## src/shared/seps_pkg.sv

```systemverilog
`default_nettype none
package seps_pkg;
    // Sequencer clock and derived timing.
    localparam int unsigned CLK_HZ          = 50_000_000;
    localparam int unsigned MS_PER_S        = 1_000;
    localparam int unsigned US_PER_S        = 1_000_000;
    localparam int unsigned REQ_WAIT_MS     = 10;
    localparam int unsigned MS_TICK_CYC     = CLK_HZ / MS_PER_S;
    localparam int unsigned HOT_SHORT_US    = 10;
    localparam int unsigned HOT_SHORT_CYC   = HOT_SHORT_US * CLK_HZ / US_PER_S;
    localparam int unsigned HOT_LONG_MS     = 5;
    localparam int unsigned HOT_LONG_CYC    = HOT_LONG_MS * CLK_HZ / MS_PER_S;
    localparam int unsigned RAMP_STEP_US    = 10;
    localparam int unsigned RAMP_STEP_CYC   = RAMP_STEP_US * CLK_HZ / US_PER_S;

    // Register offsets.
    localparam logic [7:0] ADDR_SUPPLY_EN_FIRST  = 8'h10;
    localparam logic [7:0] ADDR_SUPPLY_EN_SECOND = 8'h11;
    localparam logic [7:0] ADDR_LINEAR_EN_FIRST  = 8'h12;
    localparam logic [7:0] ADDR_LINEAR_EN_SECOND = 8'h13;
    localparam logic [7:0] ADDR_STATE_MISC       = 8'h14;
    localparam logic [7:0] ADDR_LINREG0_VOLT     = 8'h30;
    localparam logic [7:0] ADDR_BUCKA_VINIT      = 8'h31;
    localparam logic [7:0] ADDR_BUCKA_VFINAL     = 8'h32;
    localparam logic [7:0] ADDR_BUCKA_RAMP       = 8'h33;
    localparam logic [7:0] ADDR_RAIL_STAT_LO     = 8'h34;
    localparam logic [7:0] ADDR_RAIL_STAT_HI     = 8'h35;
    localparam logic [7:0] ADDR_RTC_CTRL         = 8'hc0;

    // Reset values and writable-bit masks.
    localparam logic [7:0] RST_SUPPLY_EN_FIRST  = 8'h0f;
    localparam logic [7:0] RST_SUPPLY_EN_SECOND = 8'h00;
    localparam logic [7:0] RST_LINEAR_EN_FIRST  = 8'h12;
    localparam logic [7:0] RST_LINEAR_EN_SECOND = 8'h00;
    localparam logic [7:0] RST_STATE_MISC       = 8'h40;
    localparam logic [7:0] RST_VOLT             = 8'h00;
    localparam logic [7:0] RST_RTC_CTRL         = 8'h00;
    localparam logic [7:0] SUPPLY_EN_MASK       = 8'h0f;

    // Fields of the state and misc control register and the RTC control register.
    localparam int unsigned MISC_LINREG9_ON  = 7;
    localparam int unsigned MISC_LINREG5_ON  = 6;
    localparam int unsigned MISC_LOWIN_SLEEP = 5;
    localparam int unsigned MISC_HOT_DLY     = 4;
    localparam int unsigned MISC_SLEEP       = 3;
    localparam int unsigned MISC_NORMAL      = 2;
    localparam int unsigned MISC_EXIT_SLREQ  = 1;
    localparam int unsigned MISC_REBOOT      = 0;
    localparam int unsigned RTC_SRC_SEL      = 6;

    // Rails: 2 third buck, 10 buck_a, 11 buck_b, all others (0,1,3..9,12) linear regulators.
    localparam int unsigned NRAIL   = 13;
    localparam int unsigned RAIL_L4 = 4;
    localparam int unsigned RAIL_BA = 10;
    localparam int unsigned RAIL_BB = 11;
    localparam logic [12:0] DEFAULT_ON_MASK = 13'h0c66;
    localparam logic [12:0] TRIG_INT_MASK   = 13'h1094;
    localparam logic [12:0] TRIG_BA_MASK    = 13'h0400;
    localparam logic [12:0] TRIG_BB_MASK    = 13'h0809;
    localparam logic [12:0] TRIG_SYNC_MASK  = 13'h0362;
    localparam logic [12:0] SEQ_RAM_MASK    = 13'h0c14;

    typedef enum logic [2:0] {
        ST_RTC, ST_SEQ, ST_NORMAL, ST_SLEEP_REQ,
        ST_REBOOT_REQ, ST_SLEEP, ST_HARD_REBOOT
    } seps_state_e;

    typedef struct packed {
        logic       wr;
        logic       rd;
        logic [7:0] addr;
        logic [7:0] wdata;
    } seps_reg_req_s;

    typedef struct packed {
        logic buckAEnablePin;
        logic buckBEnablePin;
        logic linregFourEnablePin;
        logic syncEnablePin;
    } seps_pins_s;

    typedef struct packed {
        logic buckAPowerGood;
        logic buckBPowerGood;
        logic linregFourPowerGood;
    } seps_pg_s;
endpackage : seps_pkg
`default_nettype wire

```

## src/logic/seps_supply_seq.sv

```systemverilog
`timescale 1ns/100ps
`default_nettype none
module seps_supply_seq
    import seps_pkg::*;
#(
    parameter int unsigned MS_CYC       = MS_TICK_CYC,
    parameter int unsigned HOT_LONG_CYC_P = HOT_LONG_CYC
) (
    input  wire logic          sys_clk,          // Sequencer clock.
    input  wire logic          rstn,             // Synchronous reset, low.
    input  wire seps_reg_req_s regReq,           // Register access request.
    output logic [7:0]         regRdData,        // Read data, registered.
    output logic               regAck,           // Access acknowledge.
    input  wire seps_pins_s    pins,             // Trigger and enable pins.
    input  wire logic          hotResetReqN,     // Hot reset pin, low.
    input  wire logic          wakeRequest,      // Wake from sleep.
    input  wire logic          powerUpStart,     // Leave the RTC state.
    input  wire logic          sysLowInput,      // Low system input voltage.
    input  wire logic [2:0]    railInReg,        // Regulation sense BA,BB,L4.
    input  wire logic          crystalClockIn,   // Crystal 32 kHz clock.
    input  wire logic          slowClockLogicSupply, // Slow clock supply ok.
    output logic [12:0]        railOn,           // Rail enables to regulators.
    output seps_pg_s           powerGood,        // Power-good outputs.
    output logic               noPowerResetOut,  // Host reset, low active.
    output logic               noRtcOut,         // RTC reset, low active.
    output logic               slowClockOut,     // 32 kHz output.
    output logic               rtcSourceInternal, // Internal oscillator sel.
    output logic [7:0]         linregZeroVoltage, // Non-ramped rail code.
    output logic [7:0]         buckAVoltage      // Ramped rail code.
);
    seps_state_e state;
    logic [7:0]  supplyEnableFirst;
    logic [7:0]  supplyEnableSecond;
    logic [7:0]  linearEnableFirst;
    logic [7:0]  linearEnableSecond;
    logic [7:0]  stateAndMiscControl;
    logic [7:0]  rtcControl;
    logic [7:0]  buckAInit;
    logic [7:0]  buckAFinal;
    logic        rampGo;
    logic [12:0] ramOn;
    logic [12:0] trigActive;
    logic [12:0] keepMask;
    logic [12:0] pinNormal;
    logic        inRequest;
    logic        timerRun;
    logic        msTick;
    logic        rampTick;
    logic [3:0]  reqTicks;
    logic        reqDone;
    logic        linregFourHold;
    logic [17:0] hotCnt;
    logic [17:0] hotLimit;
    logic        hotEvent;
    logic        hotSeen;
    logic        wrHit;
    logic        enterReq;
    logic        enterOff;
    logic [2:0]  pgRaw;

    assign wrHit = regReq.wr;
    assign inRequest = (state == ST_SLEEP_REQ) || (state == ST_REBOOT_REQ);
    assign timerRun = inRequest || (state == ST_HARD_REBOOT);

    // Millisecond tick for the request wait and hard-reboot hold.
    seps_tick_div #(.DIV(MS_CYC)) u_ms_tick (
        .sys_clk (sys_clk),
        .rstn    (rstn),
        .run     (timerRun),
        .tick    (msTick)
    );

    // Step tick for the buck_a voltage ramp.
    seps_tick_div #(.DIV(RAMP_STEP_CYC)) u_ramp_tick (
        .sys_clk (sys_clk),
        .rstn    (rstn),
        .run     (rampGo),
        .tick    (rampTick)
    );

    // Each rail is on when any of its enable bits is set.
    always_comb begin
        ramOn = '0;
        ramOn[0]  = linearEnableFirst[0] | linearEnableSecond[0];
        ramOn[1]  = linearEnableFirst[1] | linearEnableSecond[1];
        ramOn[2]  = |supplyEnableFirst[3:2] | |supplyEnableSecond[3:2];
        ramOn[3]  = linearEnableFirst[2] | linearEnableSecond[2];
        ramOn[4]  = linearEnableFirst[3] | linearEnableSecond[3];
        ramOn[5]  = stateAndMiscControl[MISC_LINREG5_ON];
        ramOn[6]  = linearEnableFirst[4] | linearEnableSecond[4];
        ramOn[7]  = linearEnableFirst[5] | linearEnableSecond[5];
        ramOn[8]  = linearEnableFirst[6] | linearEnableSecond[6];
        ramOn[9]  = stateAndMiscControl[MISC_LINREG9_ON];
        ramOn[10] = supplyEnableFirst[1] | supplyEnableSecond[1];
        ramOn[11] = supplyEnableFirst[0] | supplyEnableSecond[0];
        ramOn[12] = linearEnableFirst[7] | linearEnableSecond[7];
    end

    // Trigger level per rail: buck_a group acts on a low pin, buck_b and sync groups on a high pin, internal group outside off states.
    assign trigActive = (TRIG_INT_MASK & {NRAIL{!enterOff}})
                      | (TRIG_BA_MASK & {NRAIL{!pins.buckAEnablePin}})
                      | (TRIG_BB_MASK & {NRAIL{pins.buckBEnablePin}})
                      | (TRIG_SYNC_MASK & {NRAIL{pins.syncEnablePin}});

    // Rails that may stay on during a request state.
    always_comb begin
        keepMask = trigActive;
        keepMask = keepMask | TRIG_INT_MASK;
        keepMask[RAIL_L4] = linregFourHold || pins.linregFourEnablePin;
    end

    // Pins that steer their own rail while in normal state.
    always_comb begin
        pinNormal = '0;
        pinNormal[RAIL_BA] = !pins.buckAEnablePin;
        pinNormal[RAIL_BB] = pins.buckBEnablePin;
        pinNormal[RAIL_L4] = pins.linregFourEnablePin;
    end

    // Hot reset deglitch: the pin must stay low for the selected time.
    assign hotLimit = stateAndMiscControl[MISC_HOT_DLY]
                    ? 18'(HOT_LONG_CYC_P - 1)
                    : 18'(HOT_SHORT_CYC - 1);
    assign hotEvent = !hotResetReqN && !hotSeen && (hotCnt == hotLimit);

    always_ff @(posedge sys_clk) begin
        if (!rstn || hotResetReqN) begin
            hotCnt  <= '0;
            hotSeen <= 1'b0;
        end else if (hotEvent) begin
            hotSeen <= 1'b1;
        end else if (!hotSeen) begin
            hotCnt <= hotCnt + 1'b1;
        end
    end

    // Request-state millisecond count.
    assign reqDone = msTick && (reqTicks == 4'(REQ_WAIT_MS - 1));

    always_ff @(posedge sys_clk) begin
        if (!rstn || !timerRun) begin
            reqTicks <= '0;
        end else if (msTick) begin
            reqTicks <= reqTicks + 1'b1;
        end
    end

    // Next-state requests taken from control bits and pins.
    assign enterReq = (state == ST_NORMAL)
                   && (stateAndMiscControl[MISC_SLEEP]
                       || stateAndMiscControl[MISC_REBOOT]
                       || hotEvent
                       || (sysLowInput
                           && stateAndMiscControl[MISC_LOWIN_SLEEP]));
    assign enterOff = (state == ST_SLEEP) || (state == ST_HARD_REBOOT)
                   || (state == ST_RTC);

    // Sequencer state machine.
    always_ff @(posedge sys_clk) begin
        if (!rstn) begin
            state <= ST_RTC;
        end else begin
            case (state)
                ST_RTC: begin
                    if (powerUpStart) begin
                        state <= ST_SEQ;
                    end
                end
                ST_SEQ: begin
                    if (stateAndMiscControl[MISC_NORMAL]) begin
                        state <= ST_NORMAL;
                    end
                end
                ST_NORMAL: begin
                    if (enterReq) begin
                        if (stateAndMiscControl[MISC_REBOOT] || hotEvent) begin
                            state <= ST_REBOOT_REQ;
                        end else begin
                            state <= ST_SLEEP_REQ;
                        end
                    end
                end
                ST_SLEEP_REQ: begin
                    if (stateAndMiscControl[MISC_EXIT_SLREQ]) begin
                        state <= ST_NORMAL;
                    end else if (reqDone) begin
                        state <= ST_SLEEP;
                    end
                end
                ST_REBOOT_REQ: begin
                    if (reqDone) begin
                        state <= ST_HARD_REBOOT;
                    end
                end
                ST_SLEEP: begin
                    if (wakeRequest) begin
                        state <= ST_SEQ;
                    end
                end
                ST_HARD_REBOOT: begin
                    if (msTick) begin
                        state <= ST_SEQ;
                    end
                end
                default: begin
                    state <= ST_RTC;
                end
            endcase
        end
    end

    // Regulator four hold flag caught on request entry.
    always_ff @(posedge sys_clk) begin
        if (!rstn) begin
            linregFourHold <= 1'b0;
        end else if (enterReq) begin
            linregFourHold <= !pins.linregFourEnablePin;
        end
    end

    // Rail enables by state.
    always_ff @(posedge sys_clk) begin
        if (!rstn) begin
            railOn <= '0;
        end else begin
            case (state)
                ST_SEQ: begin
                    railOn <= (DEFAULT_ON_MASK & trigActive)
                            | (ramOn & SEQ_RAM_MASK);
                end
                ST_NORMAL: begin
                    railOn <= ramOn | pinNormal;
                end
                ST_SLEEP_REQ, ST_REBOOT_REQ: begin
                    if (reqDone) begin
                        railOn <= '0;
                    end else begin
                        railOn <= railOn & keepMask;
                    end
                end
                default: begin
                    railOn <= '0;
                end
            endcase
        end
    end

    // Power-good: on and in regulation; regulator four also needs its pin.
    always_ff @(posedge sys_clk) begin
        if (!rstn) begin
            pgRaw <= '0;
        end else begin
            pgRaw <= {railOn[RAIL_BA], railOn[RAIL_BB], railOn[RAIL_L4]}
                   & railInReg;
        end
    end

    assign powerGood.buckAPowerGood      = pgRaw[2];
    assign powerGood.buckBPowerGood      = pgRaw[1];
    assign powerGood.linregFourPowerGood = pgRaw[0]
                                         && pins.linregFourEnablePin;

    // Host reset outputs and the slow clock.
    always_ff @(posedge sys_clk) begin
        if (!rstn) begin
            noPowerResetOut <= 1'b0;
            noRtcOut        <= 1'b0;
            slowClockOut    <= 1'b0;
        end else begin
            noPowerResetOut <= (state == ST_SEQ) || (state == ST_NORMAL)
                            || (state == ST_SLEEP_REQ);
            noRtcOut        <= 1'b1;
            slowClockOut    <= crystalClockIn && noRtcOut
                            && slowClockLogicSupply;
        end
    end

    assign rtcSourceInternal = rtcControl[RTC_SRC_SEL];

    // Enable and RTC control registers; reserved enable bits never store.
    always_ff @(posedge sys_clk) begin
        if (!rstn) begin
            supplyEnableFirst  <= RST_SUPPLY_EN_FIRST;
            supplyEnableSecond <= RST_SUPPLY_EN_SECOND;
            linearEnableFirst  <= RST_LINEAR_EN_FIRST;
            linearEnableSecond <= RST_LINEAR_EN_SECOND;
            rtcControl         <= RST_RTC_CTRL;
        end else if (wrHit) begin
            case (regReq.addr)
                ADDR_SUPPLY_EN_FIRST: begin
                    supplyEnableFirst <= regReq.wdata & SUPPLY_EN_MASK;
                end
                ADDR_SUPPLY_EN_SECOND: begin
                    supplyEnableSecond <= regReq.wdata & SUPPLY_EN_MASK;
                end
                ADDR_LINEAR_EN_FIRST: begin
                    linearEnableFirst <= regReq.wdata;
                end
                ADDR_LINEAR_EN_SECOND: begin
                    linearEnableSecond <= regReq.wdata;
                end
                ADDR_RTC_CTRL: begin
                    rtcControl <= regReq.wdata;
                end
                default: begin
                end
            endcase
        end
    end

    // State control register; a software write wins over hardware clears.
    always_ff @(posedge sys_clk) begin
        if (!rstn) begin
            stateAndMiscControl <= RST_STATE_MISC;
        end else if (wrHit && (regReq.addr == ADDR_STATE_MISC)) begin
            stateAndMiscControl <= regReq.wdata;
        end else if (enterReq) begin
            stateAndMiscControl[MISC_SLEEP]  <= 1'b0;
            stateAndMiscControl[MISC_REBOOT] <= 1'b0;
        end else if (enterOff) begin
            stateAndMiscControl[MISC_NORMAL] <= 1'b0;
        end
    end

    // Voltage codes: direct for the non-ramped rail, ramped for buck_a.
    always_ff @(posedge sys_clk) begin
        if (!rstn) begin
            linregZeroVoltage <= RST_VOLT;
            buckAInit         <= RST_VOLT;
            buckAFinal        <= RST_VOLT;
            buckAVoltage      <= RST_VOLT;
            rampGo            <= 1'b0;
        end else begin
            if (wrHit && (regReq.addr == ADDR_LINREG0_VOLT)) begin
                linregZeroVoltage <= regReq.wdata;
            end
            if (wrHit && (regReq.addr == ADDR_BUCKA_VINIT)) begin
                buckAInit <= regReq.wdata;
            end
            if (wrHit && (regReq.addr == ADDR_BUCKA_VFINAL)) begin
                buckAFinal <= regReq.wdata;
            end
            if (wrHit && (regReq.addr == ADDR_BUCKA_RAMP)) begin
                rampGo <= regReq.wdata[0];
            end else if (rampGo && (buckAVoltage == buckAFinal)) begin
                rampGo <= 1'b0;
            end
            if (!rampGo && wrHit && (regReq.addr == ADDR_BUCKA_VINIT)) begin
                buckAVoltage <= regReq.wdata;
            end else if (rampTick && (buckAVoltage < buckAFinal)) begin
                buckAVoltage <= buckAVoltage + 1'b1;
            end else if (rampTick && (buckAVoltage > buckAFinal)) begin
                buckAVoltage <= buckAVoltage - 1'b1;
            end
        end
    end

    // Read port and acknowledge; unmapped addresses read zero.
    always_ff @(posedge sys_clk) begin
        if (!rstn) begin
            regRdData <= '0;
            regAck    <= 1'b0;
        end else begin
            regAck <= regReq.wr || regReq.rd;
            if (regReq.rd) begin
                case (regReq.addr)
                    ADDR_SUPPLY_EN_FIRST:  regRdData <= supplyEnableFirst;
                    ADDR_SUPPLY_EN_SECOND: regRdData <= supplyEnableSecond;
                    ADDR_LINEAR_EN_FIRST:  regRdData <= linearEnableFirst;
                    ADDR_LINEAR_EN_SECOND: regRdData <= linearEnableSecond;
                    ADDR_STATE_MISC:       regRdData <= stateAndMiscControl;
                    ADDR_LINREG0_VOLT:     regRdData <= linregZeroVoltage;
                    ADDR_BUCKA_VINIT:      regRdData <= buckAInit;
                    ADDR_BUCKA_VFINAL:     regRdData <= buckAFinal;
                    ADDR_BUCKA_RAMP:       regRdData <= {7'h00, rampGo};
                    ADDR_RAIL_STAT_LO:     regRdData <= railOn[7:0];
                    ADDR_RAIL_STAT_HI:     regRdData <= {state, railOn[12:8]};
                    ADDR_RTC_CTRL:         regRdData <= rtcControl;
                    default:               regRdData <= 8'h00;
                endcase
            end
        end
    end
endmodule : seps_supply_seq
`default_nettype wire

```

## src/logic/seps_tick_div.sv

```systemverilog
`timescale 1ns/100ps
`default_nettype none
module seps_tick_div #(
    parameter int unsigned DIV = 2
) (
    input  wire logic sys_clk,  // Sequencer clock.
    input  wire logic rstn,     // Synchronous reset, active low.
    input  wire logic run,      // Count while high, restart when low.
    output logic      tick      // One-cycle pulse every DIV cycles.
);
    localparam int unsigned W = (DIV > 1) ? $clog2(DIV) : 1;
    localparam logic [W-1:0] LAST = W'(DIV - 1);

    logic [W-1:0] cnt;

    // Free count that restarts whenever the enable drops.
    always_ff @(posedge sys_clk) begin
        if (!rstn || !run) begin
            cnt <= '0;
        end else if (cnt == LAST) begin
            cnt <= '0;
        end else begin
            cnt <= cnt + 1'b1;
        end
    end

    // The pulse marks the last cycle of each period.
    assign tick = run && (cnt == LAST);
endmodule : seps_tick_div
`default_nettype wire

```

## config.mk

```make
export PLATFORM = sky130hd
export DESIGN_NAME = seps_supply_seq
export DESIGN_NICKNAME = d
export VERILOG_FILES = /design/src/shared/seps_pkg.sv /design/src/logic/seps_supply_seq.sv /design/src/logic/seps_tick_div.sv
export SDC_FILE = /design/constraint.sdc
export NUM_CORES = 1
export LEC_CHECK = 0
export BUFFER_PORTS_ARGS = -buffer_cell sky130_fd_sc_hd__buf_2
export CAP_MARGIN = 20
export CORE_MARGIN = 10
export CORE_UTILIZATION = 42
export CTS_BUF_LIST = sky130_fd_sc_hd__clkbuf_16
export DETAILED_ROUTE_END_ITERATION = 8
export MAX_ROUTING_LAYER = met4
export PLACE_DENSITY_LB_ADDON = 0.3
export SLEW_MARGIN = 20
export SYNTH_ARGS = -nofsm -noshare
export SYNTH_HDL_FRONTEND = slang
export SYNTH_SLANG_ARGS = --single-unit
```

## constraint.sdc

```tcl
create_clock -name sys_clk -period 3.3 [get_ports sys_clk]
set_input_delay 0 -clock sys_clk [delete_from_list [all_inputs] [get_ports sys_clk]]
set_output_delay 0 -clock sys_clk [all_outputs]
set_load 0.02 [all_outputs]
```

==> results.md, run 1 <==
- Total grt overflow: 0
- Htree depth: 4
- Cell Area, Placed: 0.008190 sq mm
- Std cell rows: 49
- Final setup fails: 0
- DR DRC count: 0
- Post-route ant nets: 0
- Critical path, cell by cell: inv_1 > ha_1 > a21oi_1 > o21ai_1 > or2_2 > or2_4 > ha_1 > a21o_1 > a21oi_2 > or4b_2 > o41ai_2 > o21ai_1 > a31oi_1
- Fraction of layout cells with a size suffix above 1: 0.1517
- Worst path bufs/invs: 1
- Synth area leader: dfxtp_1
- Min cycle time layout: 3.127 ns
- Asr flop ratio synth: 0
- Port bufs: 77
- FMAX: 319.8 MHz
- Max incr delay on CP: 0.62 ns
- Die width: 154.2 um
- Status: finished, final reports clean
- Prevailing post-synth register cell: dfxtp_1
- Syn avg cell area: 8.479 sq um
- #FFs+latches synth: 153
- Post-route setup TNS: 0 ns
- CP Depth: 13
- Reg2Reg Launch Point: buckAFinal[7]$_SDFFE_PN0P_
- Die ar.: 0.02378 sq mm
- Via Count: 6,858
- Core area: 0.01784 sq mm
- Synth Net Count: 946
- Worst R2R End: buckAVoltage[6]$_SDFFE_PN0P_
- Period Utilization, post-route: 0.9477
- Worst Hold Class: primary input to flip-flop
- Max cap viols: 0
- Crit-path max FO: 8
- Post-Syn Instances: 892
- Kind of start point of the critical path: flip-flop
- Critical path's slowest cell: or4b_2
- Worst setup EP type: flip-flop
- Peak supply drop: 0.3067 mV
- Gpl congestion: 0.9871
- Initial Utilization: 0.4239
- Clk sink count: 153
- Die Y: 154.2 um
- Most frequent cell after synthesis: dfxtp_1
- CP required: 3.65 ns
- I/O pins: 78
- Worst EP arrival: 3.48 ns
- Synth top area share: 0.4050
- Setup slack, reg-to-reg: 0.17 ns
- Largest net degree at the start of global routing: 32
- Slew Limit Fails: 0
- Crit path launch: buckAFinal[7]$_SDFFE_PN0P_
- Vias in the first global route: 6,497
- Layout area overhead: 18.64%
- Drt pass-1 iters: 5
- Clock transition at path regs: 0.06 ns
- Root Buffer: clkbuf_16
- CP endpoint: buckAVoltage[6]$_SDFFE_PN0P_
- Slew HR: 0.3689
- Routed len/inst: 17.90 um
- Post-route cell area: 0.008974 sq mm
- CTS tree: yes
- Synth area leaders: dfxtp_1 40%, mux2i_1 6.5%, nor2_1 5.8%
- Clock buffer depth: 2
- DRT iter0 DRCs: 608
- Initial antenna violation count: 0
- GRT Overall Usage: 0.1867
- Critical path class: flip-flop to flip-flop
- Least-Margin Pin Slew: 0.9416 ns
- First-pass GRT wire length: 35,200 um
- Seq/Total Area, Yosys: 0.4050
- HPWL Detailed: 15,580 um
- Hold Startpoint: rstn
- EDFF count, synth: 0
- Synth cell types: 65
- ANT cells: 0
- Post-synthesis cell area: 0.007564 sq mm
- Final hold vios: 0
- TritonCTS Buffers: 17
- Nets: 1,031
- Area of the multi-input gates: 0.004262 sq mm
- Pwr Density: 492.9 mW/mm^2
- Leakage: 3.401 nW
- Vias per inst: 5.631
- Latest clock arrival within the worst-skew pair: 0.43 ns
- Storage element area: 0.003063 sq mm
- FF-to-FF path depth: 13
- Fillers: 1,713
- Crit path max-delay family: simple AND/OR/NAND/NOR gates
- Total Routed Length: 21,810 um
- YS warnings: 0
- Layout Skew: 0.008415 ns
- Synth top cells by count: 153 x dfxtp_1, 116 x nor2_1, 76 x nand2_1, 63 x nand3_1, 52 x a21oi_1
per-layer routing:
| metal | vias up | wire, um | share of wire | track usage |
|---|---|---|---|---|
| li1 | 3373 | - | - | - |
| met1 | 3235 | 9409 | 0.43 | 0.2306 |
| met2 | 207 | 10280 | 0.47 | 0.2916 |
| met3 | 43 | 1530 | 0.070 | 0.04520 |
| met4 | 0 | 582 | 0.027 | 0.06658 |
| met5 | - | 0 | 0 | - |
area by class of cell:
type	count	share of cell area
clock inverters	14	0.01506
well taps	229	0.03193
multi-input cells	667	0.4749
clock buffers	17	0.04741
repair buffers	115	0.07975
flip-flops and latches	153	0.3413
inverters	23	0.009621
sequential cells by signal, summed over array words and instances (netlist names), 3 cells and up:
signal and count:
supplyEnableSecond 4, linregZeroVoltage 8, railOn 13, buckAInit 8, u_ms_tick.cnt 16, reqTicks 4
state 3, supplyEnableFirst 4, rtcControl 8, pgRaw 3, stateAndMiscControl 8, buckAFinal 8
hotCnt 18, linearEnableFirst 8, u_ramp_tick.cnt 9, linearEnableSecond 8, regRdData 8, buckAVoltage 8
worst min path at each step:
stage                                       end  slack [ns]  cells past startpoint
after floorplan                noRtcOut$_DFF_P_        0.03                      0
after global placement      pgRaw[1]$_SDFF_PN0_        0.23                      2
after detailed placement  railOn[10]$_SDFF_PN0_        0.24                      2
after CTS                      noRtcOut$_DFF_P_       0.001                      2
after global routing           noRtcOut$_DFF_P_       0.004                      2
final                          noRtcOut$_DFF_P_       0.008                      2
report_power, final:
part | switching, mW | total [mW] | internal, mW
registers | 0.0716 | 1.96 | 1.89
logic | 0.367 | 0.587 | 0.220
clock network | 0.775 | 1.87 | 1.10
total | 1.21 | 4.42 | 3.21
repair_timing:
item,in CTS,in global routing
hold buffers,18,0
endpoints found under the hold margin,58,0
resized for setup,2,7
pin swaps,0,1
setup buffers,0,0
endpoints found under the setup margin,1,2
through the flow:
stage	utilization	hold WS, ns	power [mW]	setup slack, ns	instances
2_1_floorplan	-	0.02772	2.376	0.09178	892
3_3_place_gp	0.4591	0.2308	2.567	0.06419	1168
3_5_place_dp	0.4591	0.2396	2.566	0.00008926	1168
4_1_cts	0.5011	0.001045	4.444	0.08271	1217
5_1_grt	0.5030	0.004072	4.597	-0.007643	1218
6_report	0.5030	0.008457	4.423	0.1726	1218
kinds of logic (layout without fill, tap and decap cells):
kind of cell | after synthesis | count (layout) | synth area share
fa+ha+maj | 21 | 21 | 0.03573
compound gates | 158 | 158 | 0.1340
xor+xnor | 46 | 46 | 0.05327
buf+inv | 72 | 169 | 0.03705
mux | 53 | 53 | 0.07378
flops | 153 | 153 | 0.4050
simple gates | 389 | 389 | 0.2612
cell usage in the layout, fill, tap and decap left out, types with 6 or more instances in the layout:
cell	instances
xnor2_1	33
xor2_1	13
nand3_1	63
mux2i_1	49
and2_1	6
clkbuf_16	17
nand4_1	13
inv_1	23
nor4b_1	9
and3_1	16
ha_1	19
or3_1	8
a21o_1	8
o21ai_0	26
a221oi_1	8
nor3_1	23
nor4_1	7
a22o_1	6
dlygate4sd3_1	18
nor2_1	116
dfxtp_1	153
nand3b_1	6
a21oi_1	51
a22oi_1	18
nor2b_1	9
buf_4	20
nand2_1	76
o211ai_1	6
buf_2	77
(Power assumes the default switching activity.)
==> run 2: changes to the inputs <==
==> constraint.sdc (replaced) <==
create_clock -name sys_clk -period 3.3 [get_ports sys_clk]
set_input_delay 0.165 -clock sys_clk [delete_from_list [all_inputs] [get_ports sys_clk]]
set_output_delay 0.165 -clock sys_clk [all_outputs]
set_load 0.02 [all_outputs]
==> run 2 against run 1 <==
Sequential share of layout area is 0.17 points higher. Combinational power fell by 2%. Clock power grew 2%. Utilization is 0.25 points lower. Clock skew is 0.0023 ns lower. Power increased by 0.74%. Flip-flop and latch count stayed put. Die area stayed put. Critical endpoint is now buckAVoltage[7]$_SDFFE_PN0P_. Highest routed layer unchanged.
==> results.md, run 2 (synthesis results as in run 1) <==
- Worst R2R End: buckAVoltage[7]$_SDFFE_PN0P_
- Die ar.: 0.02378 sq mm
- FMAX: 317.6 MHz
- Clk sink count: 153
- HPWL Detailed: 15,710 um
- First-pass GRT wire length: 35,470 um
- Core area: 0.01784 sq mm
- Vias per inst: 5.627
- Critical path class: flip-flop to flip-flop
- CP required: 3.63 ns
- Period Utilization, post-route: 0.9540
- Peak supply drop: 0.3306 mV
- Nets: 1,024
- Overall power: 4.456 mW
- Htree depth: 4
- Non-filler cells, final: 1,212
- I/O pins: 78
- Die Y: 154.2 um
- Min cycle time layout: 3.148 ns
- Setup slack, reg-to-reg: 0.15 ns
- Die width: 154.2 um
- Most common cell after layout, fill and taps aside: dfxtp_1
- Final setup fails: 0
- Clock transition at path regs: 0.06 ns
- Latest clock arrival within the worst-skew pair: 0.43 ns
- Hold Startpoint: rstn
- Max incr delay on CP: 0.44 ns
- ANT cells: 0
- Kind of start point of the critical path: flip-flop
- Slew Limit Fails: 0
- Initial antenna violation count: 0
- Worst EP arrival: 3.48 ns
- Most frequent cells in the layout: 153 x dfxtp_1, 116 x nor2_1, 77 x buf_2, 76 x nand2_1, 63 x nand3_1
- Inst Count DP: 1,172
- Slew HR: 0.3729
- Largest register FFs: 18
- Initial Utilization: 0.4239
- Root Buffer: clkbuf_16
- Reg2Reg Launch Point: buckAFinal[7]$_SDFFE_PN0P_
- Leakage: 3.407 nW
- TritonCTS Buffers: 17
- Drt pass-1 iters: 5
- Final worst slack: 0.1518 ns
- Status: finished, final reports clean
- Largest net degree at the start of global routing: 32
- Worst hold path cell count: 2
- Pwr Density: 499.1 mW/mm^2
- Max cap viols: 0
- Worst setup EP type: flip-flop
- CTS tree: yes
- Total grt overflow: 0
- Post-CTS setup buffers: 0
- Crit-path max FO: 8
- Total Routed Length: 21,960 um
- Port bufs: 77
- GRT Overall Usage: 0.1871
- Via Count: 6,820
- DRT iter0 DRCs: 648
- RSZ-0062 raised after global routing: yes
- Layout area overhead: 18.05%
- Hold endpoint: stateAndMiscControl[6]$_SDFFE_PN1P_
- Layout Skew: 0.006113 ns
- Fraction of layout cells with a size suffix above 1: 0.1536
- Worst Hold Class: primary input to flip-flop
- DR DRC count: 0
- Std cell rows: 49
- Routed len/inst: 18.11 um
- FF-to-FF path depth: 13
- Critical path, cell by cell: inv_1 > ha_1 > a21oi_1 > o21ai_1 > or2_2 > or2_4 > ha_1 > a21oi_2 > o211ai_1 > or4_1 > a21oi_1 > nand4_1 > o311ai_1
- Vias in the first global route: 6,700
- Hold slack: 0.007854 ns
- Post-route ant nets: 0
- Least-Margin Pin Slew: 0.9276 ns
- Top Registers: hotCnt x18, u_ms_tick.cnt x16, railOn x13
- Dpl ws: -0.004563 ns
- Gpl congestion: 0.9912
- Clock buffer depth: 2
- Biggest register: hotCnt
- Final hold vios: 0
- Critical path's slowest cell: or4_1
==> run 2: cell type report <==
type                       instances  area (sq um)
clock buffer                      17         425.4
clock inverter                    15         143.9
fill                            1681          8912
inverter                          23         86.33
multi-input combinational        667          4288
sequential                       153          3063
tap                              229         286.5
timing repair buffer             108         635.6
==> run 2: how the worst max path moves through the flow <==
stage	start	to	cells after the start
final	buckAFinal[7]$_SDFFE_PN0P_	buckAVoltage[7]$_SDFFE_PN0P_	13
after global routing	buckAFinal[7]$_SDFFE_PN0P_	buckAVoltage[7]$_SDFFE_PN0P_	13
after CTS	buckAFinal[7]$_SDFFE_PN0P_	buckAVoltage[6]$_SDFFE_PN0P_	13
after detailed placement	buckAFinal[7]$_SDFFE_PN0P_	buckAVoltage[6]$_SDFFE_PN0P_	12
after global placement	buckAFinal[7]$_SDFFE_PN0P_	buckAVoltage[6]$_SDFFE_PN0P_	14
after floorplan	buckAVoltage[7]$_SDFFE_PN0P_	buckAVoltage[6]$_SDFFE_PN0P_	12
==> run 2: where the power goes <==
| group | internal (mW) | switching [mW] | total [mW] |
|---|---|---|---|
| Sequential | 1.89 | 0.0737 | 1.97 |
| Combinational | 0.213 | 0.366 | 0.578 |
| Clock | 1.16 | 0.749 | 1.91 |
==> run 2: critical path, delay by kind of cell (launching register included) <==
| kind | cells | cell delay (ns) |
|---|---|---|
| flip-flops | 1 | 0.35 |
| AO/OA/AOI/OAI | 6 | 0.85 |
| adder cells (fa/ha/maj) | 2 | 0.63 |
| AND/OR/NAND/NOR | 4 | 1.19 |
| buffers and inverters | 1 | 0.05 |
==> run 2: what timing repair did <==
item	in CTS	in global routing
setup endpoints to repair	2	2
endpoints found under the hold margin	7	0
pin swaps	0	4
gates resized for setup	2	10
hold buffers	7	0
==> run 2: metal layers <==
metal | up-vias | wire length [um] | GRT usage
li1 | 3350 | - | -
met1 | 3159 | 9266 | 0.2222
met2 | 249 | 10390 | 0.2940
met3 | 62 | 1621 | 0.05130
met4 | 0 | 680 | 0.07647
met5 | - | 0 | -
==> run 2: stage by stage <==
stage,setup TNS [ns],area (sq um),utilization
6_report,0,8929,0.5005
5_1_grt,-0.01396,8929,0.5005
4_1_cts,0,8875,0.4974
3_5_place_dp,-0.004563,8220,0.4608
3_3_place_gp,0,8220,0.4608
2_1_floorplan,0,7564,-
